--- config.mk ---
export PLATFORM = sky130hd
export DESIGN_NAME = i2csr_top
export DESIGN_NICKNAME = d
export VERILOG_FILES = /design/src/i2csr_pkg.sv /design/src/i2csr_top.sv
export SDC_FILE = /design/constraint.sdc
export NUM_CORES = 1
export LEC_CHECK = 0
export BUFFER_PORTS_ARGS = -buffer_cell sky130_fd_sc_hd__clkbuf_2
export CAP_MARGIN = 15
export CORE_ASPECT_RATIO = 2
export CORE_MARGIN = 2
export CORE_UTILIZATION = 40
export DETAILED_ROUTE_END_ITERATION = 8
export PLACE_DENSITY = 0.69
export SLEW_MARGIN = 15
export SYNTH_ARGS = -nofsm -noshare
export SYNTH_HDL_FRONTEND = slang
export SYNTH_SLANG_ARGS = --single-unit
--- constraint.sdc ---
create_clock -name clock -period 2.4 [get_ports clock]
set_clock_uncertainty 0.05 [all_clocks]
set_input_delay 0.24 -clock clock [delete_from_list [all_inputs] [get_ports clock]]
set_output_delay 0.24 -clock clock [all_outputs]
set_load 0.005 [all_outputs]
--- src/i2csr_pkg.sv ---
// Package for the two-wire status and abort report block
package i2csr_pkg;
  localparam int AW = 32;
  localparam int DW = 16;
  localparam int LW = 6;
  // Register byte addresses
  localparam logic [31:0] ADDR_STATUS = 32'h50001370;
  localparam logic [31:0] ADDR_TXLVL = 32'h50001374;
  localparam logic [31:0] ADDR_RXLVL = 32'h50001378;
  localparam logic [31:0] ADDR_HOLD = 32'h5000137C;
  localparam logic [31:0] ADDR_ABORT = 32'h50001380;
  // Own choice: abort clear register, write ones to clear
  localparam logic [31:0] ADDR_ABORT_CLR = 32'h50001384;
  // Status bit positions
  localparam int ST_ACT = 0;
  localparam int ST_TX_QUEUE_NOT_FULL = 1;
  localparam int ST_TFE = 2;
  localparam int ST_RX_QUEUE_NONEMPTY = 3;
  localparam int ST_RFF = 4;
  localparam int ST_MST = 5;
  localparam int ST_SLV = 6;
  // Abort cause bit positions
  localparam int AB_10BRD = 10;
  localparam int AB_MDIS = 11;
  localparam int AB_ARB = 12;
  localparam int AB_FLUSH = 13;
  localparam int AB_SLVARB = 14;
  localparam int AB_SLVRD = 15;
  localparam logic [15:0] HOLD_RESET = 16'h0001;
  localparam logic [15:0] ZERO16 = 16'h0000;
  localparam logic [5:0] QDEPTH = 6'h20;
  localparam logic [5:0] LVL_ZERO = 6'h00;
  localparam logic [5:0] LVL_ONE = 6'h01;
endpackage

--- src/i2csr_top.sv ---
// Status, queue level, data hold and transmit abort reporting
`timescale 1ns/1ps
module i2csr_top
  import i2csr_pkg::*;
(
  input wire logic clock,
  input wire logic rst,
  input wire logic [31:0] addr,
  input wire logic [15:0] wdata,
  input wire logic wr,
  input wire logic rd,
  output logic [15:0] rdata,
  input wire logic controller_on,
  input wire logic master_enable,
  input wire logic repeated_start_allow,
  input wire logic ten_bit_addr,
  input wire logic master_start,
  input wire logic master_read_cmd,
  input wire logic master_done,
  input wire logic master_arbitration_lost,
  input wire logic slave_addressed,
  input wire logic slave_read_req,
  input wire logic slave_done,
  input wire logic dcmd_write,
  input wire logic read_command_bit,
  input wire logic tx_push,
  input wire logic tx_pop,
  input wire logic rx_push,
  input wire logic rx_pop,
  input wire logic scl_in,
  input wire logic sda_in,
  input wire logic tx_bit,
  input wire logic tx_bit_drive,
  output logic sda_out,
  output logic sda_oe,
  output logic master_busy,
  output logic slave_busy,
  output logic bus_engine_busy,
  output logic transmit_abort_event,
  output logic tx_flush
);
  import i2csr_pkg::*;

  typedef enum logic [2:0] {
    M_IDLE = 3'b001,
    M_RUN = 3'b010,
    M_HALT = 3'b100
  } i2csr_mstate_t;
  typedef enum logic [2:0] {
    S_IDLE = 3'b001,
    S_RX = 3'b010,
    S_TX = 3'b100
  } i2csr_sstate_t;

  i2csr_mstate_t mstate;
  i2csr_sstate_t sstate;
  logic [5:0] tx_fill_level;
  logic [5:0] rx_fill_level;
  logic [15:0] data_line_hold_cycles;
  logic [15:0] abort_cause;
  logic [15:0] next_set;
  logic [15:0] hold_cnt;
  logic scl_m;
  logic scl_s;
  logic scl_d;
  logic sda_m;
  logic sda_s;
  logic bit_mismatch;
  logic tx_queue_empty;
  logic tx_queue_not_full;
  logic rx_queue_full;
  logic rx_queue_nonempty;

  // Next fill level from push and pop; push refused when full, pop when empty
  function automatic logic [5:0] lvl_next(input logic [5:0] lvl, input logic push, input logic pop);
    logic p;
    logic q;
    p = push && (lvl != QDEPTH);
    q = pop && (lvl != LVL_ZERO);
    if (p && !q)
      lvl_next = lvl + LVL_ONE;
    else if (q && !p)
      lvl_next = lvl - LVL_ONE;
    else
      lvl_next = lvl;
  endfunction

  // Bus pins pass two flops before use
  // Only the second stage feeds logic, so a metastable first stage stays hidden
  always_ff @(posedge clock)
  begin
    scl_m <= scl_in;
    scl_s <= scl_m;
    sda_m <= sda_in;
    sda_s <= sda_m;
    scl_d <= scl_s;
  end

  // Master engine; a mismatch seen while the slave engine is in S_TX does not halt it
  always_ff @(posedge clock)
  begin
    if (rst)
      mstate <= M_IDLE;
    else
      case (mstate)
        M_IDLE:
          // A start that raises an abort cause never leaves idle
          if (master_start && controller_on && master_enable && !next_set[AB_10BRD])
            mstate <= M_RUN;
        M_RUN:
          if (master_done || !controller_on)
            mstate <= M_IDLE;
          else if (next_set[AB_ARB] && !next_set[AB_SLVARB])
            mstate <= M_HALT; // Ownership given up
        M_HALT:
          if (master_done || !controller_on)
            mstate <= M_IDLE;
        default:
          mstate <= M_IDLE;
      endcase
  end

  // Slave engine
  always_ff @(posedge clock)
  begin
    if (rst)
      sstate <= S_IDLE;
    else
      case (sstate)
        S_IDLE:
          if (slave_addressed && controller_on)
            sstate <= slave_read_req ? S_TX : S_RX;
        S_RX:
          if (slave_done || !controller_on)
            sstate <= S_IDLE;
        S_TX:
          if (slave_done || !controller_on || next_set[AB_SLVARB])
            sstate <= S_IDLE; // Slave transmitter drops out on loss
        default:
          sstate <= S_IDLE;
      endcase
  end

  assign master_busy = (mstate != M_IDLE);
  assign slave_busy = (sstate != S_IDLE);
  assign bus_engine_busy = master_busy || slave_busy;

  // Queue levels; disabled controller holds them erased
  // Flush wins over a push in the same cycle, so that entry is dropped
  always_ff @(posedge clock)
  begin
    if (rst || !controller_on)
    begin
      tx_fill_level <= LVL_ZERO;
      rx_fill_level <= LVL_ZERO;
    end
    else
    begin
      tx_fill_level <= tx_flush ? LVL_ZERO : lvl_next(tx_fill_level, tx_push, tx_pop);
      rx_fill_level <= lvl_next(rx_fill_level, rx_push, rx_pop);
    end
  end

  assign tx_queue_empty = (tx_fill_level == LVL_ZERO);
  assign tx_queue_not_full = (tx_fill_level != QDEPTH);
  assign rx_queue_full = (rx_fill_level == QDEPTH);
  assign rx_queue_nonempty = (rx_fill_level != LVL_ZERO);

  // Data compared on synchronised clock rise while we drive
  assign bit_mismatch = scl_s && !scl_d && sda_oe && (sda_s != sda_out);

  // Abort cause detection
  // Each cause is a one-cycle condition; the sticky register keeps it
  always_comb
  begin
    next_set = ZERO16;
    next_set[AB_SLVRD] = dcmd_write && read_command_bit && (sstate == S_TX);
    next_set[AB_SLVARB] = bit_mismatch && (sstate == S_TX);
    next_set[AB_FLUSH] = slave_addressed && slave_read_req && (sstate == S_IDLE) && !tx_queue_empty;
    next_set[AB_ARB] = (bit_mismatch && (sstate == S_TX)) || master_arbitration_lost
      || (bit_mismatch && mstate == M_RUN);
    next_set[AB_MDIS] = master_start && !master_enable;
    next_set[AB_10BRD] = master_start && master_enable && master_read_cmd && ten_bit_addr
      && !repeated_start_allow;
  end

  // Sticky causes; a set in the clear cycle wins
  always_ff @(posedge clock)
  begin
    if (rst)
      abort_cause <= ZERO16;
    else if (wr && addr == ADDR_ABORT_CLR)
      abort_cause <= (abort_cause & ~wdata) | next_set;
    else
      abort_cause <= abort_cause | next_set;
  end

  // Event pulse and queue flush follow any new cause by one cycle
  always_ff @(posedge clock)
  begin
    if (rst)
    begin
      transmit_abort_event <= 1'b0;
      tx_flush <= 1'b0;
    end
    else
    begin
      transmit_abort_event <= |next_set;
      tx_flush <= |next_set;
    end
  end

  // Hold setting register
  always_ff @(posedge clock)
  begin
    if (rst)
      data_line_hold_cycles <= HOLD_RESET;
    else if (wr && addr == ADDR_HOLD)
      data_line_hold_cycles <= wdata;
  end

  // Data line changes after hold count expires past clock fall; a mismatch with no hold pending releases it at once
  // Limitation: a hold longer than the low phase postpones release after a loss
  always_ff @(posedge clock)
  begin
    if (rst)
    begin
      hold_cnt <= ZERO16;
      sda_out <= 1'b1;
      sda_oe <= 1'b0;
    end
    else if (!scl_s && scl_d)
      hold_cnt <= data_line_hold_cycles;
    else if (hold_cnt > ZERO16)
    begin
      hold_cnt <= hold_cnt - 16'h0001;
      if (hold_cnt == 16'h0001)
      begin
        sda_out <= tx_bit;
        sda_oe <= tx_bit_drive && !bit_mismatch && (mstate == M_RUN || sstate == S_TX);
      end
    end
    else if (bit_mismatch)
      sda_oe <= 1'b0; // Release ownership at once
  end

  // Register read port, one cycle latency; unmapped reads zero
  // Reserved bits read zero
  always_ff @(posedge clock)
  begin
    if (rst)
      rdata <= ZERO16;
    else if (!rd)
      rdata <= ZERO16;
    else if (addr == ADDR_STATUS)
      rdata <= {9'h000, slave_busy, master_busy, rx_queue_full, rx_queue_nonempty,
        tx_queue_empty, tx_queue_not_full, bus_engine_busy};
    else if (addr == ADDR_TXLVL)
      rdata <= {10'h000, tx_fill_level};
    else if (addr == ADDR_RXLVL)
      rdata <= {10'h000, rx_fill_level};
    else if (addr == ADDR_HOLD)
      rdata <= data_line_hold_cycles;
    else if (addr == ADDR_ABORT)
      rdata <= abort_cause;
    else
      rdata <= ZERO16;
  end

  // Checks
  property p_slv;
    @(posedge clock) disable iff (rst) slave_busy == (sstate != S_IDLE);
  endproperty
  a_slv: assert property (p_slv) else $error("slave busy wrong");
  property p_mst;
    @(posedge clock) disable iff (rst)
      (!master_busy && master_start && controller_on && master_enable && !next_set[AB_10BRD]) |=> master_busy;
  endproperty
  a_mst: assert property (p_mst) else $error("master busy wrong");
  property p_rff;
    @(posedge clock) disable iff (rst) rx_queue_full |-> rx_fill_level == QDEPTH && rx_queue_nonempty;
  endproperty
  a_rff: assert property (p_rff) else $error("rx full wrong");
  property p_rx_queue_nonempty;
    @(posedge clock) disable iff (rst) (rx_push && !rx_pop && controller_on && !rx_queue_full)
      |=> rx_queue_nonempty || !controller_on;
  endproperty
  a_rx_queue_nonempty: assert property (p_rx_queue_nonempty) else $error("rx nonempty missed");
  property p_tfe;
    @(posedge clock) $fell(rst) |-> tx_queue_empty && tx_queue_not_full;
  endproperty
  a_tfe: assert property (p_tfe) else $error("tx flags reset wrong");
  property p_tx_queue_not_full;
    @(posedge clock) disable iff (rst) tx_queue_not_full != (tx_fill_level == QDEPTH);
  endproperty
  a_tx_queue_not_full: assert property (p_tx_queue_not_full) else $error("tx not full wrong");
  property p_any;
    @(posedge clock) disable iff (rst) bus_engine_busy == (master_busy || slave_busy);
  endproperty
  a_any: assert property (p_any) else $error("busy or wrong");
  property p_dis;
    @(posedge clock) disable iff (rst) !controller_on |=> tx_fill_level == LVL_ZERO && rx_fill_level == LVL_ZERO;
  endproperty
  a_dis: assert property (p_dis) else $error("queues not flushed");
  property p_sarb;
    @(posedge clock) disable iff (rst) next_set[AB_SLVARB] |=> abort_cause[AB_SLVARB] && abort_cause[AB_ARB];
  endproperty
  a_sarb: assert property (p_sarb) else $error("slave arb loss not paired");

  // Abort event pulses exactly the cycle after a cause, and only then
  property p_evt;
    @(posedge clock) disable iff (rst) (|next_set) |=> transmit_abort_event;
  endproperty
  a_evt: assert property (p_evt) else $error("abort event missing");
  property p_evt_end;
    @(posedge clock) disable iff (rst) !(|next_set) |=> !transmit_abort_event;
  endproperty
  a_evt_end: assert property (p_evt_end) else $error("abort event without cause");
  property p_mdis;
    @(posedge clock) disable iff (rst) master_start && !master_enable |=> abort_cause[AB_MDIS] && !master_busy;
  endproperty
  a_mdis: assert property (p_mdis) else $error("disabled master not aborted");

  // Refused ten-bit read, stale data flush and slave read command error
  property p_10brd;
    @(posedge clock) disable iff (rst)
      (master_start && master_enable && master_read_cmd && ten_bit_addr && !repeated_start_allow && !master_busy)
      |=> abort_cause[AB_10BRD] && !master_busy;
  endproperty
  a_10brd: assert property (p_10brd) else $error("ten-bit read not aborted");
  property p_flush;
    @(posedge clock) disable iff (rst) next_set[AB_FLUSH] |=> tx_flush ##1 tx_fill_level == LVL_ZERO;
  endproperty
  a_flush: assert property (p_flush) else $error("stale tx data not flushed");
  property p_slvrd;
    @(posedge clock) disable iff (rst) (dcmd_write && read_command_bit && sstate == S_TX) |=> abort_cause[AB_SLVRD];
  endproperty
  a_slvrd: assert property (p_slvrd) else $error("slave read command error missed");

  // A data mismatch on a rising clock with no hold pending gives up the line, and halts the master unless the slave is in S_TX
  property p_oe;
    @(posedge clock) disable iff (rst) (bit_mismatch && hold_cnt == ZERO16) |=> !sda_oe;
  endproperty
  a_oe: assert property (p_oe) else $error("data line kept after mismatch");
  property p_mhalt;
    @(posedge clock) disable iff (rst) (bit_mismatch && mstate == M_RUN && sstate != S_TX) |=> mstate != M_RUN;
  endproperty
  a_mhalt: assert property (p_mhalt) else $error("master kept running after loss");

  // Main scenarios: arbitration, concurrency, full queue, flush, slave loss
  c_arb: cover property (@(posedge clock) disable iff (rst) next_set[AB_ARB]);
  c_both: cover property (@(posedge clock) disable iff (rst) master_busy && slave_busy);
  c_full: cover property (@(posedge clock) disable iff (rst) rx_queue_full);
  c_flush: cover property (@(posedge clock) disable iff (rst) next_set[AB_FLUSH]);
  c_slvarb: cover property (@(posedge clock) disable iff (rst) next_set[AB_SLVARB]);
endmodule // i2csr_top
Word-level counts from Yosys, hierarchy flattened. Index checks and enable logic that the tools add are counted.

Register bits after elaboration: 90. Output and inout bits: 23.

Add/sub/neg operators: 5. Order comparisons: 1. Equality and inequality tests: 26. Mux-type cells: 25. Bitwise logic cells: 6. Reduce and logical (&&, ||, !) cells: 69.

Operators by type and width (count): 32-bit by 31-bit == test with 1-bit output, second input constant (6); 16-bit two-way mux (5); 1-bit logical AND (33); 16-bit OR (2); 3-bit two-way mux (8); 6-bit two-way mux (4); 7-bit two-way mux (3); 3-bit case mux with 3 select lines (2); 16-bit AND (1); 16-bit by 1-bit == test with 1-bit output, second input constant (1); 16-bit by 1-bit > comparator with 1-bit output, second input constant (1); 16-bit NOT (1); 16-bit by 1-bit subtractor with 16-bit output, second input constant (1); 1-bit logical NOT (13); 6-bit by 1-bit adder with 6-bit output, second input constant (2); 6-bit != test, second input constant (2); 3-bit AND reduction (4); 6-bit nonzero test (2); 6-bit by 1-bit subtractor with 6-bit output, second input constant (2); 2-bit != test, second input constant (5); 1-bit logical OR (8); 2-bit nonzero test (4); 3-bit by 1-bit == test with 1-bit output, second input constant (2); 3-bit by 2-bit == test with 1-bit output, second input constant (2); 12 further kinds (18).

Longest topological paths before layout.
Word-level depth: 11. Depth in mapped cells: 11. Gate-level depth less buffers: 11.

Worst setup path before layout. No wires, ideal clock.

Path type: reg-to-reg. Start: reg rx_fill_level[0]. End: reg rx_fill_level[4]. Library setup time: 0.070 ns. Arrival time: 2.433 ns. Required time: 2.280 ns. Path slack: -0.153 ns. Cell stages (with the launch flop): 12. Buffers on the path: 0. Period minus slack after synthesis: 2.553 ns. Cells stage by stage: dfxtp_1 > nor3_1 > nand3_1 > and2_1 > ha_1 > inv_1 > ha_1 > nor2b_1 > o21a_1 > o21ai_0 > or3b_2 > a21oi_1.

Longest elaborated chain between the ends: 5. Elaborated cells on any way between the ends: 13.

RTL lines: start: declaration (RTL line i2csr_top.sv:58) `logic [5:0] rx_fill_level;`; start signal: assignment (RTL line i2csr_top.sv:160) `rx_fill_level <= lvl_next(rx_fill_level, rx_push, rx_pop);`; parallel branches: the longest is 5 deep, another holds 6-bit by 1-bit subtractor with 6-bit output.

Parallel ways; which one is timed is not known. The select of a mux whose other input is x is not followed. A chain may end at the register's enable or synchronous reset.

Final worst setup path.
Start: reg tx_fill_level[0]. End: reg tx_fill_level[5].

Longest elaborated chain between the ends: 5. Elaborated cells on any way between the ends: 13.

RTL lines: start: declaration (RTL line i2csr_top.sv:57) `logic [5:0] tx_fill_level;`; start signal: assignment (RTL line i2csr_top.sv:159) `tx_fill_level <= tx_flush ? LVL_ZERO : lvl_next(tx_fill_level, tx_push, tx_pop);`; parallel branches: the longest is 5 deep, another holds 6-bit by 1-bit subtractor with 6-bit output.

Parallel ways; which one is timed is not known. The select of a mux whose other input is x is not followed.

==> impl_metrics.json <==
{
  "status": "finished, final reports clean",
  "p_per_area_nw_per_um2": 875.0,
  "cp_max_fo": 4,
  "max_freq_ghz": 0.4297,
  "ios": 96,
  "hpwlAfterDp_mm": 8.967,
  "clk_pin_slew_ns": 0.06,
  "crit_path_frequent_cell": "ha_4",
  "drive_gt1_share_pct": 28.00,
  "required_ns": 2.57,
  "finalInstanceArea_um2": 5871,
  "htree_levels": 3,
  "cp-end-kind": "flop",
  "grt_pass1_vias": 4037,
  "r2r_start": "tx_fill_level[0]$_SDFFE_PP0P_",
  "dr.first_iter.drc_count": 260,
  "synth_top_cell_by_area": "dfxtp_1",
  "path_class": "reg -> reg",
  "ys.flop_type": "dfxtp_1",
  "relSlewSlack_pct": 63.23,
  "num_rows": 55,
  "synth_edf_count": 0,
  "fin_ws_ns": 0.07299,
  "rsz0062_at_grt": "yes",
  "cts-root-buf": "clkbuf_16",
  "dp.cells": 771,
  "clock_sinks": 90,
  "fin_nets": 735,
  "cts_buffer_depth": 2,
  "fin_crit_sh_pct": 96.96,
  "ant_nets": 0,
  "post_drt_wl_per_cell_um": 14.99,
  "grt_first_pass_wirelength_mm": 19.44,
  "yosys_register_bits": 90,
  "synth-warning-count": 0,
  "ir_drop_mv": 0.5868,
  "reg2regPathDepth": 11,
  "syn_to_final_growth_pct": 29.61,
  "die_y_um": 154.5,
  "io_buffers": 95,
  "numCtsBuffers": 9,
  "postSynthAreaPerCell_um2": 8.644,
  "syn_nets": 613,
  "core-area_um2": 11150,
  "swShare_pct": 32.15,
  "cp_data_arrival_time_ns": 2.50,
  "finalWirelength_mm": 11.87,
  "r2r_end": "tx_fill_level[5]$_SDFFE_PP0P_",
  "die_w_um": 79.25,
  "min_period_ns": 2.327,
  "antenna_found_initial": 0,
  "routabilityCongestion": 0.8701,
  "clock_latency_ns": 0.34,
  "drcViolationCount": 0,
  "seqPwrFrac_pct": 34.5,
  "grt_usage_pct": 19.89,
  "grt_remaining_overflow": 0,
  "synth_area_um2": 4529,
  "p_clk_share_pct": 29.8,
  "slowest_stage": "or4_1",
  "dr_total_vias": 4261,
  "drv_slew": 0,
  "r2r_slack_ns": 0.07,
  "critPathLaunchType": "flop",
  "via_per_inst": 5.380,
  "crit_chain": "nor3_4, nand3b_1, nand2_2, ha_4, inv_4, ha_4, or4_1, a311o_1, o211ai_1, xnor2_1, nor2_1",
  "max_stage_delay_ns": 0.47,
  "total_power_mw": 5.137,
  "crit_start": "tx_fill_level[0]$_SDFFE_PP0P_",
  "syn-instance-count": 524,
  "worstMarginPinSlew_ns": 0.5516,
  "hp-class": "in -> reg",
  "p_leak_nw": 2.413,
  "yosys.area.top_type_share_pct": 39.78,
  "fin_hold_ws_ns": 0.03708,
  "endpoint": "tx_fill_level[5]$_SDFFE_PP0P_",
  "synth_cell_types": 61,
  "power.share.combinational_pct": 35.7,
  "p_int_mw": 3.485,
  "n_antenna_cell": 0,
  "synth_area_leaders": "dfxtp_1, nor2_1, mux2i_1",
  "grt_max_degree": 56,
  "stdcell_count": 792,
  "cts_tree": "built",
  "drt_pass1_iterations": 5,
  "hold_viol": 0,
  "fillers": 1058,
  "async_flop_share_pct": 0,
  "placed_area_um2": 5361,
  "switchingPower_mw": 1.652,
  "maxCapViolCount": 0,
  "die-area_um2": 12240,
  "initial_core_util_pct": 40.63,
  "ys_seq_area_share_pct": 39.78,
  "pre_cts_ws_ns": -0.1009,
  "setup_viol": 0
}
per-layer routing:
layer | track usage (%) | share of wire [%] | vias up | routed length (um)
met2 | 31.32 | 46 | 137 | 5474
met4 | 6.486 | 2.2 | 0 | 259
met1 | 27.28 | 47 | 1975 | 5524
li1 | - | - | 2134 | -
met5 | 0 | 0 | - | 0
met3 | 3.792 | 5.2 | 15 | 614
synthesized netlist by cell type, drive strengths merged (2+ instances only):
cell type	instances
a211o	3
a211oi	12
a21boi	2
a21o	4
a21oi	32
a221oi	6
a22oi	10
a2bb2oi	2
a31oi	4
and2	4
and3	3
and4	4
and4b	3
buf	6
clkbuf	14
dfxtp	90
fa	2
ha	14
inv	21
mux2i	18
nand2	37
nand2b	17
nand3	10
nand3b	7
nand4	13
nand4b	2
nor2	76
nor2b	9
nor3	11
nor3b	5
nor4	11
nor4b	3
o211ai	2
o21ai	21
o22ai	2
o31a	2
or3b	3
or4	3
or4b	2
xnor2	6
xor2	15
registers in the layout, indices dropped and copies added, names as in the netlist, 3 cells and up:
name and cells:
tx_fill_level 6, mstate 3, abort_cause 16, sstate 3, data_line_hold_cycles 16, rdata 16, rx_fill_level 6, hold_cnt 16
what timing repair did:
action,4_1_cts,5_1_grt
setup endpoints to repair,5,6
gates resized for setup,7,25
pin swaps,6,12
setup buffers,1,3
endpoints found under the hold margin,2,0
hold buffers,2,0
worst max-delay path, delay by kind of cell (launching register included):
kind            cells  cell delay (ns)
compound gates      2             0.38
flops               1             0.34
buf+inv             1             0.05
xor+xnor            1             0.14
simple gates        5             0.93
fa+ha+maj           2             0.31
kinds of logic (layout without fill, tap and decap cells):
| kind of cell | Yosys count | count (layout) | synth area share [%] |
|---|---|---|---|
| AND/OR/NAND/NOR | 226 | 226 | 27.54 |
| AO/OA/AOI/OAI | 112 | 112 | 16.16 |
| flip-flops | 90 | 90 | 39.78 |
| buffers and inverters | 41 | 167 | 3.729 |
| XOR/XNOR | 21 | 21 | 4.061 |
| multiplexers | 18 | 18 | 3.978 |
| adder cells (fa/ha/maj) | 16 | 16 | 4.751 |
worst min path at each step:
stage	slack, ns	end	from	cells past startpoint
after floorplan	0.22	scl_m$_DFF_P_	scl_in	0
after global placement	0.26	scl_s$_DFF_P_	scl_m$_DFF_P_	0
after detailed placement	0.26	scl_s$_DFF_P_	scl_m$_DFF_P_	0
after CTS	0.03	abort_cause[9]$_SDFFE_PP0N_	wdata[9]	2
after global routing	0.03	abort_cause[9]$_SDFFE_PP0N_	wdata[9]	2
final	0.04	abort_cause[3]$_SDFFE_PP0N_	wdata[3]	2
cells in the final DEF, fill, tap and decap left out, types with 17 or more instances in the layout:
master,count
inv_1,19
a21oi_1,29
nor2_1,76
mux2i_1,18
clkbuf_2,95
dfxtp_1,86
nand2_1,36
nand2b_1,17
o21ai_0,18
buf_4,31
power by group through the flow:
stage               combinational, mW  sequential (mW)  clock, mW
floorplan                        1.10             1.79          0
global placement                 1.57             1.78          0
detailed placement               1.60             1.79          0
CTS                              1.65             1.76       1.55
global route                     2.05             1.79       1.63
finish                           1.83             1.77       1.53
layout make-up:
class / instances / area (um2) / area share (%)
Timing Repair Buffer: 131 / 779.5 / 13.28
Inverter: 21 / 83.83 / 1.428
Multi-Input combinational cell: 393 / 2698 / 45.95
Sequential cell: 90 / 1807 / 30.78
Clock inverter: 5 / 86.33 / 1.471
Clock buffer: 10 / 239.0 / 4.071
Tap cell: 142 / 177.7 / 3.026
stage by stage:
stage	TNS, ns	utilization, %
after global routing	-0.08456	52.66
after global placement	-0.03063	48.09
after CTS	-0.002475	51.40
after floorplan	-0.01722	-
final	0	52.66
after detailed placement	-0.2290	48.09
Note: power is estimated with default switching activity, not from simulation.
